==> src/logic/pfc_pkg.sv <==
package pfc_pkg;
  // ---------------------------------------------------------------
  // Register byte addresses
  // ---------------------------------------------------------------
  localparam logic [31:0] A_CFG2 = 32'h2000_0504;
  localparam logic [31:0] A_CFG3 = 32'h2000_0508;
  localparam logic [31:0] A_CFG5 = 32'h2000_0510;
  localparam logic [31:0] A_SYNC0 = 32'h2000_0514;
  localparam logic [31:0] A_SYNC1 = 32'h2000_0518;
  localparam logic [31:0] A_POLY = 32'h2000_051c;
  localparam logic [31:0] A_SEED = 32'h2000_0520;
  localparam logic [31:0] A_FXOR = 32'h2000_0524;
  localparam logic [31:0] A_TICK = 32'h2000_052c;
  localparam logic [31:0] A_CTL = 32'h2000_0530;
  localparam logic [31:0] RST_WORD = 32'h0000_0000;
  // ---------------------------------------------------------------
  // Field positions and codes
  // ---------------------------------------------------------------
  localparam int LC_LSB = 24;
  localparam int POL_BIT = 30;
  localparam logic [7:0] LC_MASK = 8'h0d;
  localparam logic [7:0] LC_MAN = 8'h04;
  localparam logic [7:0] LC_FEC = 8'h08;
  localparam int PRE_LSB = 16;
  localparam logic [7:0] PRE_DEFAULT = 8'h55;
  localparam int LEN_LSB = 12;
  localparam logic [1:0] LEN_FIXED = 2'h0;
  localparam logic [1:0] LEN_8 = 2'h1;
  localparam logic [1:0] LEN_16 = 2'h2;
  localparam int ZF_BIT = 11;
  localparam int S1_LSB = 3;
  localparam int PS_LSB = 4;
  localparam int PHR_FCS_BIT = 12;
  localparam int CTL_IEEE_BIT = 0;
  localparam int CTL_PSZ_LSB = 16;
  localparam logic [31:0] CTL_WMASK = 32'h0fff_0001;
  // ---------------------------------------------------------------
  // Bit counts, checksum defaults and tick source codes
  // ---------------------------------------------------------------
  localparam logic [5:0] PRE_BITS = 6'h20;
  localparam logic [5:0] SYNC_BITS = 6'h20;
  localparam logic [5:0] WIDE_BITS = 6'h20;
  localparam logic [5:0] NARROW_BITS = 6'h10;
  localparam logic [5:0] BYTE_BITS = 6'h08;
  localparam logic [15:0] FCS32_BYTES = 16'h0004;
  localparam logic [15:0] FCS16_BYTES = 16'h0002;
  localparam logic [31:0] FCS16_POLY = 32'h0000_1021;
  localparam logic [31:0] FCS16_SEED = 32'h0000_0000;
  localparam logic [31:0] FCS32_POLY = 32'h04c1_1db7;
  localparam logic [31:0] FCS32_SEED = 32'hffff_ffff;
  localparam logic [3:0] TK_USER = 4'h1;
  localparam logic [3:0] TK_X2 = 4'h2;
  localparam logic [3:0] TK_X4 = 4'h3;
  localparam logic [3:0] TK_X8 = 4'h4;
  localparam logic [3:0] TK_X16 = 4'h5;
  localparam logic [3:0] TK_X32A = 4'h6;
  localparam logic [3:0] TK_X32B = 4'h7;
  localparam logic [3:0] TK_X32C = 4'h8;
  // ---------------------------------------------------------------
  // Types
  // ---------------------------------------------------------------
  typedef enum logic [1:0] {CODE_NRZ, CODE_MAN, CODE_FEC} pfc_code_t;
  typedef enum logic [2:0] {T_IDLE, T_PRE, T_SYNC, T_HDR, T_PAY, T_FL, T_CRC} pfc_tx_t;
  typedef enum logic [2:0] {R_HUNT, R_SYNC, R_HDR, R_PAY, R_CRC, R_FL} pfc_rx_t;
endpackage : pfc_pkg

==> src/logic/pfc_line_enc.sv <==
`timescale 1ns/1ps
module pfc_line_enc
  import pfc_pkg::*;
(
  input wire logic clk_i, // Core clock.
  input wire logic rst_i, // Synchronous reset.
  input wire logic clear_i, // Restart coder memory.
  input wire pfc_code_t code_i, // Selected line code.
  input wire logic invert_i, // Invert chips.
  input wire logic bit_i, // Bit to code.
  input wire logic bit_valid_i, // Bit offered.
  output logic bit_ready_o, // Bit taken.
  output logic chip_o, // Coded chip.
  output logic chip_valid_o // Chip strobe.
);
  typedef struct packed {
    logic hold;
    logic pend;
    logic [1:0] mem;
    logic chip;
    logic cv;
  } pfc_enc_t;
  pfc_enc_t st_r, st_nxt;

  assign bit_ready_o = ~st_r.hold;
  assign chip_o = st_r.chip;
  assign chip_valid_o = st_r.cv;

  always_comb begin
    st_nxt = st_r;
    st_nxt.cv = 1'b0;
    if (clear_i) begin
      st_nxt.mem = 2'b00;
    end
    if (st_r.hold) begin
      st_nxt.chip = st_r.pend ^ invert_i;
      st_nxt.cv = 1'b1;
      st_nxt.hold = 1'b0;
    end else if (bit_valid_i) begin
      st_nxt.cv = 1'b1;
      case (code_i)
        CODE_MAN: begin
          st_nxt.chip = bit_i ^ invert_i;
          st_nxt.pend = ~bit_i;
          st_nxt.hold = 1'b1;
        end
        CODE_FEC: begin
          st_nxt.chip = bit_i ^ st_r.mem[0] ^ st_r.mem[1] ^ invert_i;
          st_nxt.pend = bit_i ^ st_r.mem[1];
          st_nxt.mem = {st_r.mem[0], bit_i};
          st_nxt.hold = 1'b1;
        end
        default: begin
          st_nxt.chip = bit_i ^ invert_i;
        end
      endcase
    end
  end

  always_ff @(posedge clk_i) begin
    if (rst_i) begin
      st_r <= '0;
    end else begin
      st_r <= st_nxt;
    end
  end
endmodule : pfc_line_enc

==> src/logic/pfc_crc.sv <==
`timescale 1ns/1ps
module pfc_crc
  import pfc_pkg::*;
(
  input wire logic clk_i, // Core clock.
  input wire logic rst_i, // Synchronous reset.
  input wire logic init_i, // Load seed, latch poly and width.
  input wire logic [31:0] seed_i, // Start value.
  input wire logic [31:0] poly_i, // Generator polynomial.
  input wire logic wide_i, // 32-bit when high, else 16-bit.
  input wire logic feed_i, // Shift one bit in.
  input wire logic bit_i, // Bit to shift in.
  output logic [31:0] crc_o // Running value.
);
  typedef struct packed {
    logic [31:0] crc;
    logic [31:0] poly;
    logic wide;
  } pfc_crc_t;
  pfc_crc_t st_r, st_nxt;
  logic fb;

  assign crc_o = st_r.crc;

  always_comb begin
    st_nxt = st_r;
    fb = bit_i ^ (st_r.wide ? st_r.crc[31] : st_r.crc[15]);
    if (init_i) begin
      st_nxt.crc = wide_i ? seed_i : {16'h0000, seed_i[15:0]};
      st_nxt.poly = poly_i;
      st_nxt.wide = wide_i;
    end else if (feed_i) begin
      st_nxt.crc = {st_r.crc[30:0], 1'b0} ^ (fb ? st_r.poly : 32'h0000_0000);
      if (!st_r.wide) begin
        st_nxt.crc[31:16] = 16'h0000;
      end
    end
  end

  always_ff @(posedge clk_i) begin
    if (rst_i) begin
      st_r <= '0;
    end else begin
      st_r <= st_nxt;
    end
  end
endmodule : pfc_crc

==> src/logic/pfc_frame_top.sv <==
// Function
// Transmit applies one line code from a one-hot field: NRZ, Manchester or FEC.
// Polarity bit inverts over-the-air chips whatever code is selected.
// Preamble byte is sent on transmit and hunted for on receive.
// A zero preamble byte is replaced by 0x55.
// Length size code: 00 none, 01 eight bits, 10 sixteen bits.
// Host sets eight-bit length size for 802.15.4g receive.
// Zero-flush bit shifts CRC-length zeros into the CRC after the data.
// Six-bit field gives second sync word length, used only in 802.15.4g receive.
// Received length field, or 802.15.4g PHY header, is readable in bits 31:16.
// 802.15.4g transmit sends the configured PHY header as first two octets.
// First sync word serves generic frames and FEC 802.15.4g frames.
// Second sync word serves 802.15.4g frames without FEC.
// Polynomial register defines generic CRC and 802.15.4g transmit FCS.
// 802.15.4g receive takes FCS polynomial and seed from the received header.
// Seed register starts generic CRC and 802.15.4g transmit FCS.
// Final CRC is XORed with final-XOR value; zero result means valid.
// Tick source: user clock for 1, 2x to 32x rate for 2..6, 32x for 7, 8.
// Four-bit postscale stretches the tick period.
// Fixed-length receive takes payload byte count from the 12-bit size field.
//
// The Wishbone register port was decided locally.
`timescale 1ns/1ps
module pfc_frame_top
  import pfc_pkg::*;
(
  input wire logic clk_i, // Core clock.
  input wire logic rst_i, // Synchronous reset.
  input wire logic wb_cyc_i, // Bus cycle.
  input wire logic wb_stb_i, // Bus strobe.
  input wire logic wb_we_i, // Bus write.
  input wire logic [31:0] wb_adr_i, // Byte address.
  input wire logic [3:0] wb_sel_i, // Byte enables.
  input wire logic [31:0] wb_dat_i, // Write data.
  output logic [31:0] wb_dat_o, // Read data.
  output logic wb_ack_o, // Bus acknowledge.
  input wire logic tx_start_i, // Start a frame.
  input wire logic [15:0] tx_length_i, // Payload byte count.
  input wire logic [7:0] tx_byte_i, // Payload byte.
  input wire logic tx_byte_valid_i, // Payload byte offered.
  output logic tx_byte_ready_o, // Payload byte taken.
  output logic tx_busy_o, // Frame in progress.
  output logic tx_chip_o, // Coded chip to modem.
  output logic tx_chip_valid_o, // Chip strobe.
  input wire logic rx_bit_i, // Received bit.
  input wire logic rx_bit_valid_i, // Received bit strobe.
  input wire logic rx_abort_i, // Drop frame and hunt again.
  output logic [7:0] rx_byte_o, // Received payload byte.
  output logic rx_byte_valid_o, // Payload byte strobe.
  output logic rx_done_o, // Frame finished strobe.
  output logic rx_crc_ok_o, // Last frame checksum good.
  input wire logic user_tick_i, // Transmit user clock tick.
  input wire logic rate32_tick_i, // Tick at 32x data rate.
  output logic cca_tick_o // Channel assessment tick.
);
  typedef struct packed {
    logic [31:0] cfg2, cfg5, sync0, sync1, poly, seed, fxor, tick, ctl, rdat;
    logic ack;
    pfc_tx_t tst;
    logic [31:0] tsr;
    logic [5:0] tcnt;
    logic [15:0] tbytes;
    logic tfull;
    pfc_rx_t rxs;
    logic [31:0] rsr, rcrc;
    logic [5:0] rcnt;
    logic [15:0] rbytes, rlen;
    logic rok, rdone, rbv, rwide;
    logic [7:0] rbyte;
    logic [3:0] cdiv, cpost;
    logic ctick;
  } pfc_top_t;
  pfc_top_t st_r, st_nxt;

  logic [31:0] wmask;
  logic [7:0] pre;
  logic [1:0] lsel;
  logic ieee;
  pfc_code_t code;
  logic tx_wide, rx_wide_n;
  logic [31:0] sword, smask, tx_crc, rx_crc;
  logic enc_rdy;
  logic tx_bit_v, tx_init, tx_feed, tx_fbit, tx_last, go_pay, go_fl;
  logic rx_init, rx_feed, rx_fbit, go_rpay;
  logic [31:0] rsh;
  logic [15:0] rc, ln, fb;
  logic base;

  // ---------------------------------------------------------------
  // Configuration decode
  // ---------------------------------------------------------------
  for (genvar g = 0; g < 4; g++) begin : g_sel
    assign wmask[8*g+7:8*g] = {8{wb_sel_i[g]}};
  end

  assign pre = (st_r.cfg2[PRE_LSB+:8] == 8'h00) ? PRE_DEFAULT : st_r.cfg2[PRE_LSB+:8];
  assign lsel = st_r.cfg2[LEN_LSB+:2];
  assign ieee = st_r.ctl[CTL_IEEE_BIT];
  assign tx_wide = ieee ? ~st_r.cfg5[PHR_FCS_BIT] : 1'b1;
  assign rx_wide_n = ieee ? ~st_nxt.rlen[PHR_FCS_BIT] : 1'b1;

  always_comb begin
    case (st_r.cfg2[LC_LSB+:8] & LC_MASK)
      LC_MAN: code = CODE_MAN;
      LC_FEC: code = CODE_FEC;
      default: code = CODE_NRZ;
    endcase
  end

  assign sword = (ieee && code != CODE_FEC) ? st_r.sync1 : st_r.sync0;
  assign smask = (!ieee || code == CODE_FEC || st_r.cfg2[S1_LSB+:6] == 6'h00) ? 32'hffff_ffff :
                 ~(32'hffff_ffff << st_r.cfg2[S1_LSB+:6]);

  // ---------------------------------------------------------------
  // Next state
  // ---------------------------------------------------------------
  always_comb begin
    st_nxt = st_r;
    tx_init = 1'b0;
    tx_feed = 1'b0;
    tx_fbit = st_r.tsr[31];
    go_pay = 1'b0;
    go_fl = 1'b0;
    rx_init = 1'b0;
    rx_feed = 1'b0;
    rx_fbit = rx_bit_i;
    go_rpay = 1'b0;
    rc = 16'h0000;
    ln = {5'h00, st_r.rlen[10:0]};
    fb = FCS32_BYTES;
    base = 1'b0;
    rsh = {st_r.rsr[30:0], rx_bit_i};
    st_nxt.ack = wb_cyc_i & wb_stb_i & ~st_r.ack;
    st_nxt.rbv = 1'b0;
    st_nxt.rdone = 1'b0;
    st_nxt.ctick = 1'b0;

    // Register writes and read data capture.
    if (st_nxt.ack && wb_we_i) begin
      case (wb_adr_i)
        A_CFG2: st_nxt.cfg2 = (st_r.cfg2 & ~wmask) | (wb_dat_i & wmask);
        A_CFG5: st_nxt.cfg5 = (st_r.cfg5 & ~wmask) | (wb_dat_i & wmask);
        A_SYNC0: st_nxt.sync0 = (st_r.sync0 & ~wmask) | (wb_dat_i & wmask);
        A_SYNC1: st_nxt.sync1 = (st_r.sync1 & ~wmask) | (wb_dat_i & wmask);
        A_POLY: st_nxt.poly = (st_r.poly & ~wmask) | (wb_dat_i & wmask);
        A_SEED: st_nxt.seed = (st_r.seed & ~wmask) | (wb_dat_i & wmask);
        A_FXOR: st_nxt.fxor = (st_r.fxor & ~wmask) | (wb_dat_i & wmask);
        A_TICK: st_nxt.tick = (st_r.tick & ~wmask) | (wb_dat_i & wmask);
        A_CTL: st_nxt.ctl = ((st_r.ctl & ~wmask) | (wb_dat_i & wmask)) & CTL_WMASK;
        default: st_nxt.ctl = st_r.ctl;
      endcase
    end
    if (st_nxt.ack && !wb_we_i) begin
      case (wb_adr_i)
        A_CFG2: st_nxt.rdat = st_r.cfg2;
        A_CFG3: st_nxt.rdat = {st_r.rlen, 16'h0000};
        A_CFG5: st_nxt.rdat = st_r.cfg5;
        A_SYNC0: st_nxt.rdat = st_r.sync0;
        A_SYNC1: st_nxt.rdat = st_r.sync1;
        A_POLY: st_nxt.rdat = st_r.poly;
        A_SEED: st_nxt.rdat = st_r.seed;
        A_FXOR: st_nxt.rdat = st_r.fxor;
        A_TICK: st_nxt.rdat = st_r.tick;
        A_CTL: st_nxt.rdat = st_r.ctl | {st_r.rok, st_r.tst != T_IDLE, st_r.rxs != R_HUNT, 29'h0};
        default: st_nxt.rdat = RST_WORD;
      endcase
    end

    // Transmit sequencer.
    tx_bit_v = (st_r.tst == T_PRE) || (st_r.tst == T_SYNC) || (st_r.tst == T_HDR) ||
               (st_r.tst == T_CRC) || (st_r.tst == T_PAY && st_r.tfull);
    tx_last = tx_bit_v && enc_rdy && (st_r.tcnt == 6'h01);
    if (tx_bit_v && enc_rdy) begin
      st_nxt.tsr = {st_r.tsr[30:0], 1'b0};
      st_nxt.tcnt = st_r.tcnt - 6'h01;
    end
    case (st_r.tst)
      T_IDLE: begin
        if (tx_start_i) begin
          st_nxt.tst = T_PRE;
          st_nxt.tsr = {4{pre}};
          st_nxt.tcnt = PRE_BITS;
          st_nxt.tbytes = (!ieee && lsel == LEN_FIXED) ? {4'h0, st_r.ctl[CTL_PSZ_LSB+:12]} :
                          tx_length_i;
          tx_init = 1'b1;
        end
      end
      T_PRE: begin
        if (tx_last) begin
          st_nxt.tst = T_SYNC;
          st_nxt.tsr = sword;
          st_nxt.tcnt = SYNC_BITS;
        end
      end
      T_SYNC: begin
        if (tx_last) begin
          st_nxt.tst = T_HDR;
          if (ieee) begin
            st_nxt.tsr = {st_r.cfg5[15:0], 16'h0000};
            st_nxt.tcnt = NARROW_BITS;
          end else begin
            case (lsel)
              LEN_8: begin
                st_nxt.tsr = {st_r.tbytes[7:0], 24'h000000};
                st_nxt.tcnt = BYTE_BITS;
              end
              LEN_16: begin
                st_nxt.tsr = {st_r.tbytes, 16'h0000};
                st_nxt.tcnt = NARROW_BITS;
              end
              default: go_pay = 1'b1;
            endcase
          end
        end
      end
      T_HDR: begin
        go_pay = tx_last;
      end
      T_PAY: begin
        tx_feed = tx_bit_v && enc_rdy;
        if (!st_r.tfull && tx_byte_valid_i) begin
          st_nxt.tsr = {tx_byte_i, 24'h000000};
          st_nxt.tcnt = BYTE_BITS;
          st_nxt.tfull = 1'b1;
        end
        if (tx_last) begin
          st_nxt.tfull = 1'b0;
          st_nxt.tbytes = st_r.tbytes - 16'h0001;
          go_fl = (st_r.tbytes == 16'h0001);
        end
      end
      T_FL: begin
        if (st_r.tcnt != 6'h00) begin
          tx_feed = 1'b1;
          tx_fbit = 1'b0;
          st_nxt.tcnt = st_r.tcnt - 6'h01;
        end else begin
          st_nxt.tst = T_CRC;
          st_nxt.tsr = tx_wide ? (tx_crc ^ st_r.fxor) :
                       {tx_crc[15:0] ^ st_r.fxor[15:0], 16'h0000};
          st_nxt.tcnt = tx_wide ? WIDE_BITS : NARROW_BITS;
        end
      end
      T_CRC: begin
        if (tx_last) begin
          st_nxt.tst = T_IDLE;
        end
      end
      default: st_nxt.tst = T_IDLE;
    endcase
    if (go_pay) begin
      st_nxt.tfull = 1'b0;
      if (st_r.tbytes == 16'h0000) begin
        go_fl = 1'b1;
      end else begin
        st_nxt.tst = T_PAY;
      end
    end
    if (go_fl) begin
      st_nxt.tst = T_FL;
      st_nxt.tcnt = st_r.cfg2[ZF_BIT] ? (tx_wide ? WIDE_BITS : NARROW_BITS) : 6'h00;
    end

    // Receive sequencer.
    case (st_r.rxs)
      R_HUNT: begin
        if (rx_bit_valid_i) begin
          st_nxt.rsr = rsh;
          if (rsh[7:0] == pre) begin
            st_nxt.rxs = R_SYNC;
          end
        end
      end
      R_SYNC: begin
        if (rx_bit_valid_i) begin
          st_nxt.rsr = rsh;
          if (((rsh ^ sword) & smask) == 32'h0000_0000) begin
            st_nxt.rxs = R_HDR;
            st_nxt.rcnt = NARROW_BITS;
            if (!ieee) begin
              case (lsel)
                LEN_8: st_nxt.rcnt = BYTE_BITS;
                LEN_16: st_nxt.rcnt = NARROW_BITS;
                default: go_rpay = 1'b1;
              endcase
            end
          end
        end
      end
      R_HDR: begin
        if (rx_bit_valid_i) begin
          st_nxt.rsr = rsh;
          st_nxt.rcnt = st_r.rcnt - 6'h01;
          if (st_r.rcnt == 6'h01) begin
            st_nxt.rlen = (!ieee && lsel == LEN_8) ? {8'h00, rsh[7:0]} : rsh[15:0];
            go_rpay = 1'b1;
          end
        end
      end
      R_PAY: begin
        if (rx_bit_valid_i) begin
          st_nxt.rsr = rsh;
          rx_feed = 1'b1;
          st_nxt.rcnt = st_r.rcnt - 6'h01;
          if (st_r.rcnt == 6'h01) begin
            st_nxt.rbyte = rsh[7:0];
            st_nxt.rbv = 1'b1;
            st_nxt.rcnt = BYTE_BITS;
            st_nxt.rbytes = st_r.rbytes - 16'h0001;
            if (st_r.rbytes == 16'h0001) begin
              st_nxt.rxs = R_CRC;
              st_nxt.rcnt = st_r.rwide ? WIDE_BITS : NARROW_BITS;
            end
          end
        end
      end
      R_CRC: begin
        if (rx_bit_valid_i) begin
          st_nxt.rcrc = {st_r.rcrc[30:0], rx_bit_i};
          st_nxt.rcnt = st_r.rcnt - 6'h01;
          if (st_r.rcnt == 6'h01) begin
            st_nxt.rxs = R_FL;
            st_nxt.rcnt = st_r.cfg2[ZF_BIT] ? (st_r.rwide ? WIDE_BITS : NARROW_BITS) :
                          6'h00;
          end
        end
      end
      R_FL: begin
        if (st_r.rcnt != 6'h00) begin
          rx_feed = 1'b1;
          rx_fbit = 1'b0;
          st_nxt.rcnt = st_r.rcnt - 6'h01;
        end else begin
          st_nxt.rok = (((rx_crc ^ st_r.fxor ^ st_r.rcrc) &
                        (st_r.rwide ? 32'hffff_ffff : 32'h0000_ffff)) == 32'h0000_0000);
          st_nxt.rdone = 1'b1;
          st_nxt.rxs = R_HUNT;
        end
      end
      default: st_nxt.rxs = R_HUNT;
    endcase
    if (go_rpay) begin
      rx_init = 1'b1;
      st_nxt.rwide = rx_wide_n;
      st_nxt.rcrc = 32'h0000_0000;
      ln = {5'h00, st_nxt.rlen[10:0]};
      fb = rx_wide_n ? FCS32_BYTES : FCS16_BYTES;
      if (ieee) begin
        rc = (ln > fb) ? ln - fb : 16'h0000;
      end else if (lsel == LEN_FIXED) begin
        rc = {4'h0, st_r.ctl[CTL_PSZ_LSB+:12]};
      end else begin
        rc = st_nxt.rlen;
      end
      st_nxt.rbytes = rc;
      st_nxt.rcnt = BYTE_BITS;
      st_nxt.rxs = R_PAY;
      if (rc == 16'h0000) begin
        st_nxt.rxs = R_CRC;
        st_nxt.rcnt = rx_wide_n ? WIDE_BITS : NARROW_BITS;
      end
    end
    if (rx_abort_i) begin
      st_nxt.rxs = R_HUNT;
    end

    // Channel assessment tick.
    if (rate32_tick_i) begin
      st_nxt.cdiv = st_r.cdiv + 4'h1;
    end
    case (st_r.tick[3:0])
      TK_USER: base = user_tick_i;
      TK_X2: base = rate32_tick_i && (st_r.cdiv == 4'hf);
      TK_X4: base = rate32_tick_i && (st_r.cdiv[2:0] == 3'h7);
      TK_X8: base = rate32_tick_i && (st_r.cdiv[1:0] == 2'h3);
      TK_X16: base = rate32_tick_i && st_r.cdiv[0];
      TK_X32A, TK_X32B, TK_X32C: base = rate32_tick_i;
      default: base = 1'b0;
    endcase
    if (base) begin
      if (st_r.cpost == st_r.tick[PS_LSB+:4]) begin
        st_nxt.ctick = 1'b1;
        st_nxt.cpost = 4'h0;
      end else begin
        st_nxt.cpost = st_r.cpost + 4'h1;
      end
    end
  end

  always_ff @(posedge clk_i) begin
    if (rst_i) begin
      st_r <= '0;
    end else begin
      st_r <= st_nxt;
    end
  end

  // ---------------------------------------------------------------
  // Checksums and line coder
  // ---------------------------------------------------------------
  pfc_crc u_tx_crc (
    .clk_i(clk_i),
    .rst_i(rst_i),
    .init_i(tx_init),
    .seed_i(st_r.seed),
    .poly_i(st_r.poly),
    .wide_i(tx_wide),
    .feed_i(tx_feed),
    .bit_i(tx_fbit),
    .crc_o(tx_crc)
  );

  pfc_crc u_rx_crc (
    .clk_i(clk_i),
    .rst_i(rst_i),
    .init_i(rx_init),
    .seed_i(ieee ? (rx_wide_n ? FCS32_SEED : FCS16_SEED) : st_r.seed),
    .poly_i(ieee ? (rx_wide_n ? FCS32_POLY : FCS16_POLY) : st_r.poly),
    .wide_i(rx_wide_n),
    .feed_i(rx_feed),
    .bit_i(rx_fbit),
    .crc_o(rx_crc)
  );

  pfc_line_enc u_enc (
    .clk_i(clk_i),
    .rst_i(rst_i),
    .clear_i(tx_init),
    .code_i(code),
    .invert_i(st_r.cfg2[POL_BIT]),
    .bit_i(st_r.tsr[31]),
    .bit_valid_i(tx_bit_v),
    .bit_ready_o(enc_rdy),
    .chip_o(tx_chip_o),
    .chip_valid_o(tx_chip_valid_o)
  );

  assign wb_dat_o = st_r.rdat;
  assign wb_ack_o = st_r.ack;
  assign tx_byte_ready_o = (st_r.tst == T_PAY) && !st_r.tfull;
  assign tx_busy_o = (st_r.tst != T_IDLE);
  assign rx_byte_o = st_r.rbyte;
  assign rx_byte_valid_o = st_r.rbv;
  assign rx_done_o = st_r.rdone;
  assign rx_crc_ok_o = st_r.rok;
  assign cca_tick_o = st_r.ctick;
endmodule : pfc_frame_top

==> config.mk <==
export PLATFORM = sky130hd
export DESIGN_NAME = pfc_frame_top
export DESIGN_NICKNAME = d
export VERILOG_FILES = /design/src/logic/pfc_pkg.sv /design/src/logic/pfc_line_enc.sv /design/src/logic/pfc_crc.sv /design/src/logic/pfc_frame_top.sv
export SDC_FILE = /design/constraint.sdc
export NUM_CORES = 2
export LEC_CHECK = 0
export BUFFER_PORTS_ARGS = -buffer_cell sky130_fd_sc_hd__buf_2
export CORE_MARGIN = 2
export CORE_UTILIZATION = 55
export DETAILED_ROUTE_END_ITERATION = 6
export PLACE_DENSITY = 0.75
export SYNTH_ARGS = -nofsm -noshare
export SYNTH_HDL_FRONTEND = slang
export SYNTH_SLANG_ARGS = --single-unit
==> constraint.sdc <==
create_clock -name clk_i -period 4.4 [get_ports clk_i]
set_input_delay 0.22 -clock clk_i [delete_from_list [all_inputs] [get_ports clk_i]]
set_output_delay 0.22 -clock clk_i [all_outputs]
set_load 0.02 [all_outputs]
## After elaboration in Yosys (flattened, before gate mapping)

Cells that the tools add are included.

- Add/subtract/negate cells: 7
- Multipliers: 0
- Div/mod/pow operators: 0
- $lt $le $gt $ge: 1
- Equality and inequality tests: 64
- Shift operators: 1
- Multiplexer cells: 125
- Bitwise logic cells: 51
- Reductions and logical operators: 77

Operators with widths:

| operator | count |
|---|---|
| 32-bit two-way mux | 15 |
| 32-bit AND | 11 |
| 32-bit by 30-bit equality test with 1-bit output, second input constant | 10 |
| 32-bit case mux with 10 select lines | 1 |
| 32-bit bitwise OR | 8 |
| 16-bit two-way mux | 12 |
| 32-bit bitwise XOR | 6 |
| 38-bit case mux with 5 select lines | 1 |
| 35-bit two-way mux | 4 |
| 31-bit case mux with 4 select lines | 1 |
| 38-bit two-way mux | 3 |
| 6-bit two-way mux | 15 |
| 41-bit two-way mux | 2 |
| 38-bit case mux with 2 select lines | 1 |
| 22-bit two-way mux | 3 |
| 32-bit zero test | 2 |
| 32-bit NOT | 2 |
| 57-bit two-way mux | 1 |
| 3-bit two-way mux | 14 |
| 3-bit inequality test, second input constant | 12 |
| 3-bit case mux with 6 select lines | 2 |
| 16-bit by 1-bit equality test with 1-bit output, second input constant | 2 |
| 16-bit zero test | 2 |
| 28-bit by 32-bit bitwise OR with 32-bit output | 1 |
| 56 further kinds | 195 |

- Flip-flop bits (word level): 621
- Bits in latches: 0
- Memory bits (writable): 0
- Bits in read-only memories: 0
- Input bits: 104
- Output and inout port bits: 49
- Word-level logic and storage cells: 368
- Memories kept: 0

## Depth between registers and ports, before layout

- Depth after elaboration: 16
- Gate-level depth with buffers: 20
- Depth with buffers taken out: 16

## By module

From an unflattened synthesis, not the netlist that was laid out.

- Cell total of the unflattened synthesis: 4581
- Area, all modules: 34480.6 um2

Modules (own cells, without submodules):

| module | times used | cells an instance | area each (um2) | sequential area each (um2) |
|---|---|---|---|---|
| pfc_frame_top | 1 | 3635 | 26661.8 | 9709.3 |
| pfc_crc | 2 | 455 | 3751.1 | 1301.2 |
| pfc_line_enc | 1 | 36 | 316.6 | 120.1 |

## Worst setup path after synthesis

Ideal clock, no wire load.

- Path type: register to register
- Start point: register st_r[55] (netlist name)
- End point: register st_r[125] (netlist name)
- Library setup time: 0.101 ns
- Arrival time: 4.780 ns
- Required time: 4.299 ns
- Setup slack: -0.481 ns
- Stages on the path, launching flop included: 19
- Buffers on the path: 3
- Clock period less this slack: 4.881 ns
- Cells stage by stage: dfxtp_1 > nor4_2 > and4_1 > clkbuf_1 > nand2_1 > a21oi_1 > clkbuf_1 > ha_1 > inv_1 > fa_1 > clkbuf_1 > nor3_1 > xnor2_1 > mux2i_1 > nor4b_1 > a31oi_1 > nor4_4 > a22oi_1 > o41ai_1

- Word-level cells in the longest chain between the ends: 14
- Elaborated cells on any way between the ends: 32
- Those cells by class: add/sub: 1; order compare: 1; eq/ne: 12; mux: 14; bitwise: 1; reduce/logical: 3

RTL lines:

| item | RTL line | source |
|---|---|---|
| start: declaration | pfc_frame_top.sv:73 | `pfc_top_t st_r, st_nxt;` |
| start signal: assignment | pfc_frame_top.sv:394 | `st_r <= st_nxt;` |
| 6-bit by 1-bit equality test with 1-bit output | pfc_frame_top.sv:294, pfc_frame_top.sv:305, pfc_frame_top.sv:321 |  |
| 16-bit two-way mux | pfc_frame_top.sv:294 | `if (st_r.rcnt == 6'h01) begin` |
| 16-bit two-way mux | pfc_frame_top.sv:291 | `if (rx_bit_valid_i) begin` |
| 16-bit two-way mux | pfc_frame_top.sv:265 | `case (st_r.rxs)` |
| 1-bit NOT | pfc_frame_top.sv:100 | `assign rx_wide_n = ieee ? ~st_nxt.rlen[PHR_FCS_BIT] : 1'b1;` |
| 1-bit two-way mux | pfc_frame_top.sv:100 |  |
| 3-bit two-way mux | pfc_frame_top.sv:347 | `fb = rx_wide_n ? FCS32_BYTES : FCS16_BYTES;` |
| 11-bit by 3-bit subtractor with 12-bit output or 11-bit by 3-bit > comparator with 1-bit output (tied branches) | pfc_frame_top.sv:349 | `rc = (ln > fb) ? ln - fb : 16'h0000;` |
| 16-bit two-way mux | pfc_frame_top.sv:349 |  |
| 16-bit two-way mux | pfc_frame_top.sv:348 | `if (ieee) begin` |
| 16-bit two-way mux | pfc_frame_top.sv:342 | `if (go_rpay) begin` |
| 16-bit zero test | pfc_frame_top.sv:358 | `if (rc == 16'h0000) begin` |
| 3-bit two-way mux | pfc_frame_top.sv:358 |  |
| 3-bit two-way mux | pfc_frame_top.sv:342 |  |

Parallel ways exist; a longest one is shown, timed or not. The select of a mux whose other input is x is not followed.
A chain may end at the register's enable or synchronous reset.

==> flow_summary.ini <==
[clock_network]
insertion_delay_ns = 0.62
root_buffer = clkbuf_16
cts.clk_slew.worst_paths_ns = 0.06
htreeDepth = 3
cts_tree = built
clock_sinks = 620
cts_buffers = 69
clockBufferDepth = 3

[logic_synthesis]
yosysMostFrequentCell = nand2_1
seq_area_frac_synth_pct = 37.7
synthTopCellsByArea = dfxtp_1 (38%), nand2_1 (12%), a21oi_1 (8.8%)
ys.flop_type = dfxtp_1
syn_avg_cell_area_um2 = 7.48
synth_area_leader_cell = dfxtp_1
ys_ff_latch = 620
yosysTopAreaCellShare_pct = 37.7
synthCells = 4404
synth_area_um2 = 32900
synthesis.nets = 4528
synth_edf_count = 0
yosysUniqueCellTypes = 89
synth_warnings = 0
yosys-top-cells-count = nand2_1 (1038), dfxtp_1 (620), a21oi_1 (579), nor2_1 (386), clkbuf_1 (255)
synthArstFlopShare_pct = 0

[critical_path]
critPathTopFamily = simple AND/OR/NAND/NOR gates
cpMostUsedCell = buf_4
worst-setup-path-type = reg -> reg
endpoint_kind = flip-flop
r2r_setup_slack_ns = 0.28
arrival_ns = 4.63
worstPathMaxFanout = 6
slowest_stage = or4_1
critPathBufInv = 3
critPathLaunchType = flip-flop
cp.required_ns = 4.90
cp_slowest_stage_delay_ns = 0.47
cp_cell_sequence = nor4bb_1, nand3_1, buf_4, mux2i_1, inv_1, ha_1, a21oi_2, o211ai_2, o311ai_1, o21ai_1, or4_1, nor4_4, buf_4, a22oi_1, o41ai_1

[floorplan]
start_util_pct = 55.7
die-area_um2 = 61900
rows = 89
ios = 153
die_y_um = 249
placeableCoreArea_um2 = 59100
die_x_um = 249

[run]
drv_cap = 0

[outcome]
violations = design-rule violations
outcome = complete, but fails checks

[place]
port_buffers = 152
hpwl_mm = 101
dp_cells = 5086
gp_congestion = 1.08
post_dp_cell_area_um2 = 34300

[sta]
finalSetupViolations = 0
finalHoldViolations = 0
period_share_pct = 93.7
whs_ns = 0.0335
tns_ns = 0
skew_ns = 0.0260
fmax_mhz = 243
slew_violations = 0
final.min_clock_period_ns = 4.12
relSlewSlack_pct = 16.8
grt_setup_unrepaired = false
tightest_slew_ns = 1.24

[final_layout]
final_cell_area_um2 = 37200
instances_no_fill = 5263
fillerInstances = 5312
fin_nets = 4553
post_route_cells_drive_above_1_share_pct = 11.1
syn_to_final_growth_pct = 12.8

[drt]
postRouteWirelength_mm = 138
via_count = 34900
vias_per_cell = 6.63
first_pass_iters = 7
drc = 35
first_iter_violations = 5444
wl_per_cell_um = 26.1
ant_nets = 0

[grt]
grt_antenna_before_repair = 11
grt_overflow = 0
grt_max_degree = 125
grt_pass1_vias = 31400
grtUsageTotal_pct = 42.6
grt_pass1_wl_mm = 201

[power_and_ir_drop]
p_total_mw = 13.0
powerDensity_nw_per_um2 = 350
p_leak_nw = 12.9
ir_worst_vdd_mv = 0.332

[hold_path]
min-delay-path-class = in -> reg
==> per-stage QoR <==
step	setup slack (ns)	util [%]
after floorplan	0.00849	-
after global placement	0.351	57.9
after detailed placement	0.225	57.9
after CTS	0.226	62.8
after global routing	0.00442	62.8
final	0.276	62.8
==> worst min-delay path: cells and delay by family <==
kind / cells / cell delay, ns
AOI/OAI and AO/OA: 1 / 0.06
buffers and inverters: 1 / 0.21
and+or+nand+nor: 1 / 0.10
==> layout make-up <==
type,count,area [um^2],share of cell area [%]
diodes,7,17.5,0.0471
clock buffers,98,2020,5.43
clock inverters,27,403,1.08
inverters,66,248,0.667
multi-input cells,3352,18900,50.7
flip-flops and latches,620,12400,33.4
well taps,773,967,2.60
repair buffers,320,2230,6.01
==> power by group <==
| part | internal [mW] | switching [mW] | total, mW |
|---|---|---|---|
| sequential | 5.68 | 0.0788 | 5.76 |
| clock | 3.74 | 2.49 | 6.22 |
| combinational | 0.308 | 0.698 | 1.01 |
==> placed cells by master (no fill, tap or decap), types with 17 or more instances in the layout <==
cell type,instances
a211oi_1,113
a21o_1,17
a21oi_1,576
a221oi_1,46
a222oi_1,63
a22o_1,27
a22oi_1,20
a311oi_1,28
a31oi_1,22
and3_1,36
buf_2,150
buf_4,118
clkbuf_16,69
clkbuf_8,18
dfxtp_1,619
dlygate4sd3_1,44
ha_1,19
inv_1,64
mux2_2,56
mux2i_1,53
nand2_1,1036
nand3_1,81
nand4_1,21
nor2_1,383
nor3_1,82
nor4_1,28
o211ai_1,19
o21ai_0,120
o22ai_1,17
xnor2_1,147
xor2_1,74
==> kinds of logic (layout without fill, tap and decap cells) <==
group                    count (synthesis)  in the layout  synth area share, %
XOR/XNOR                               223            223                 5.93
adder cells (fa/ha/maj)                 20             20                0.783
flip-flops                             620            620                 37.7
buffers and inverters                  432            511                 5.60
other                                    0              7                    0
AO/OA/AOI/OAI                         1194           1194                 23.1
AND/OR/NAND/NOR                       1806           1806                 23.4
multiplexers                           109            109                 3.53
==> final timing paths <==
kind	depth (start not counted)	from	end
worst max-delay path	15	st_r[123]$_SDFFE_PP0P_	st_r[125]$_SDFFE_PP0P_
worst min-delay path	3	wb_dat_i[19]	flip-flop
worst max register to register	15	st_r[123]$_SDFFE_PP0P_	st_r[125]$_SDFFE_PP0P_
worst min register to register	2	flip-flop	flip-flop
==> what timing repair did <==
action | 4_1_cts | 5_1_grt
setup buffers | 0 | 1
endpoints found under the hold margin | 224 | 0
resized for setup | 0 | 1
endpoints found under the setup margin | 0 | 4
hold buffers | 44 | 0
==> routing by layer <==
layer  wire [um]  track usage, %
met1       50400            53.0
met4       12200            30.8
met3       18300            13.3
met2       56600            62.1
met5          57               0
Power figures use the tool's default switching activity.
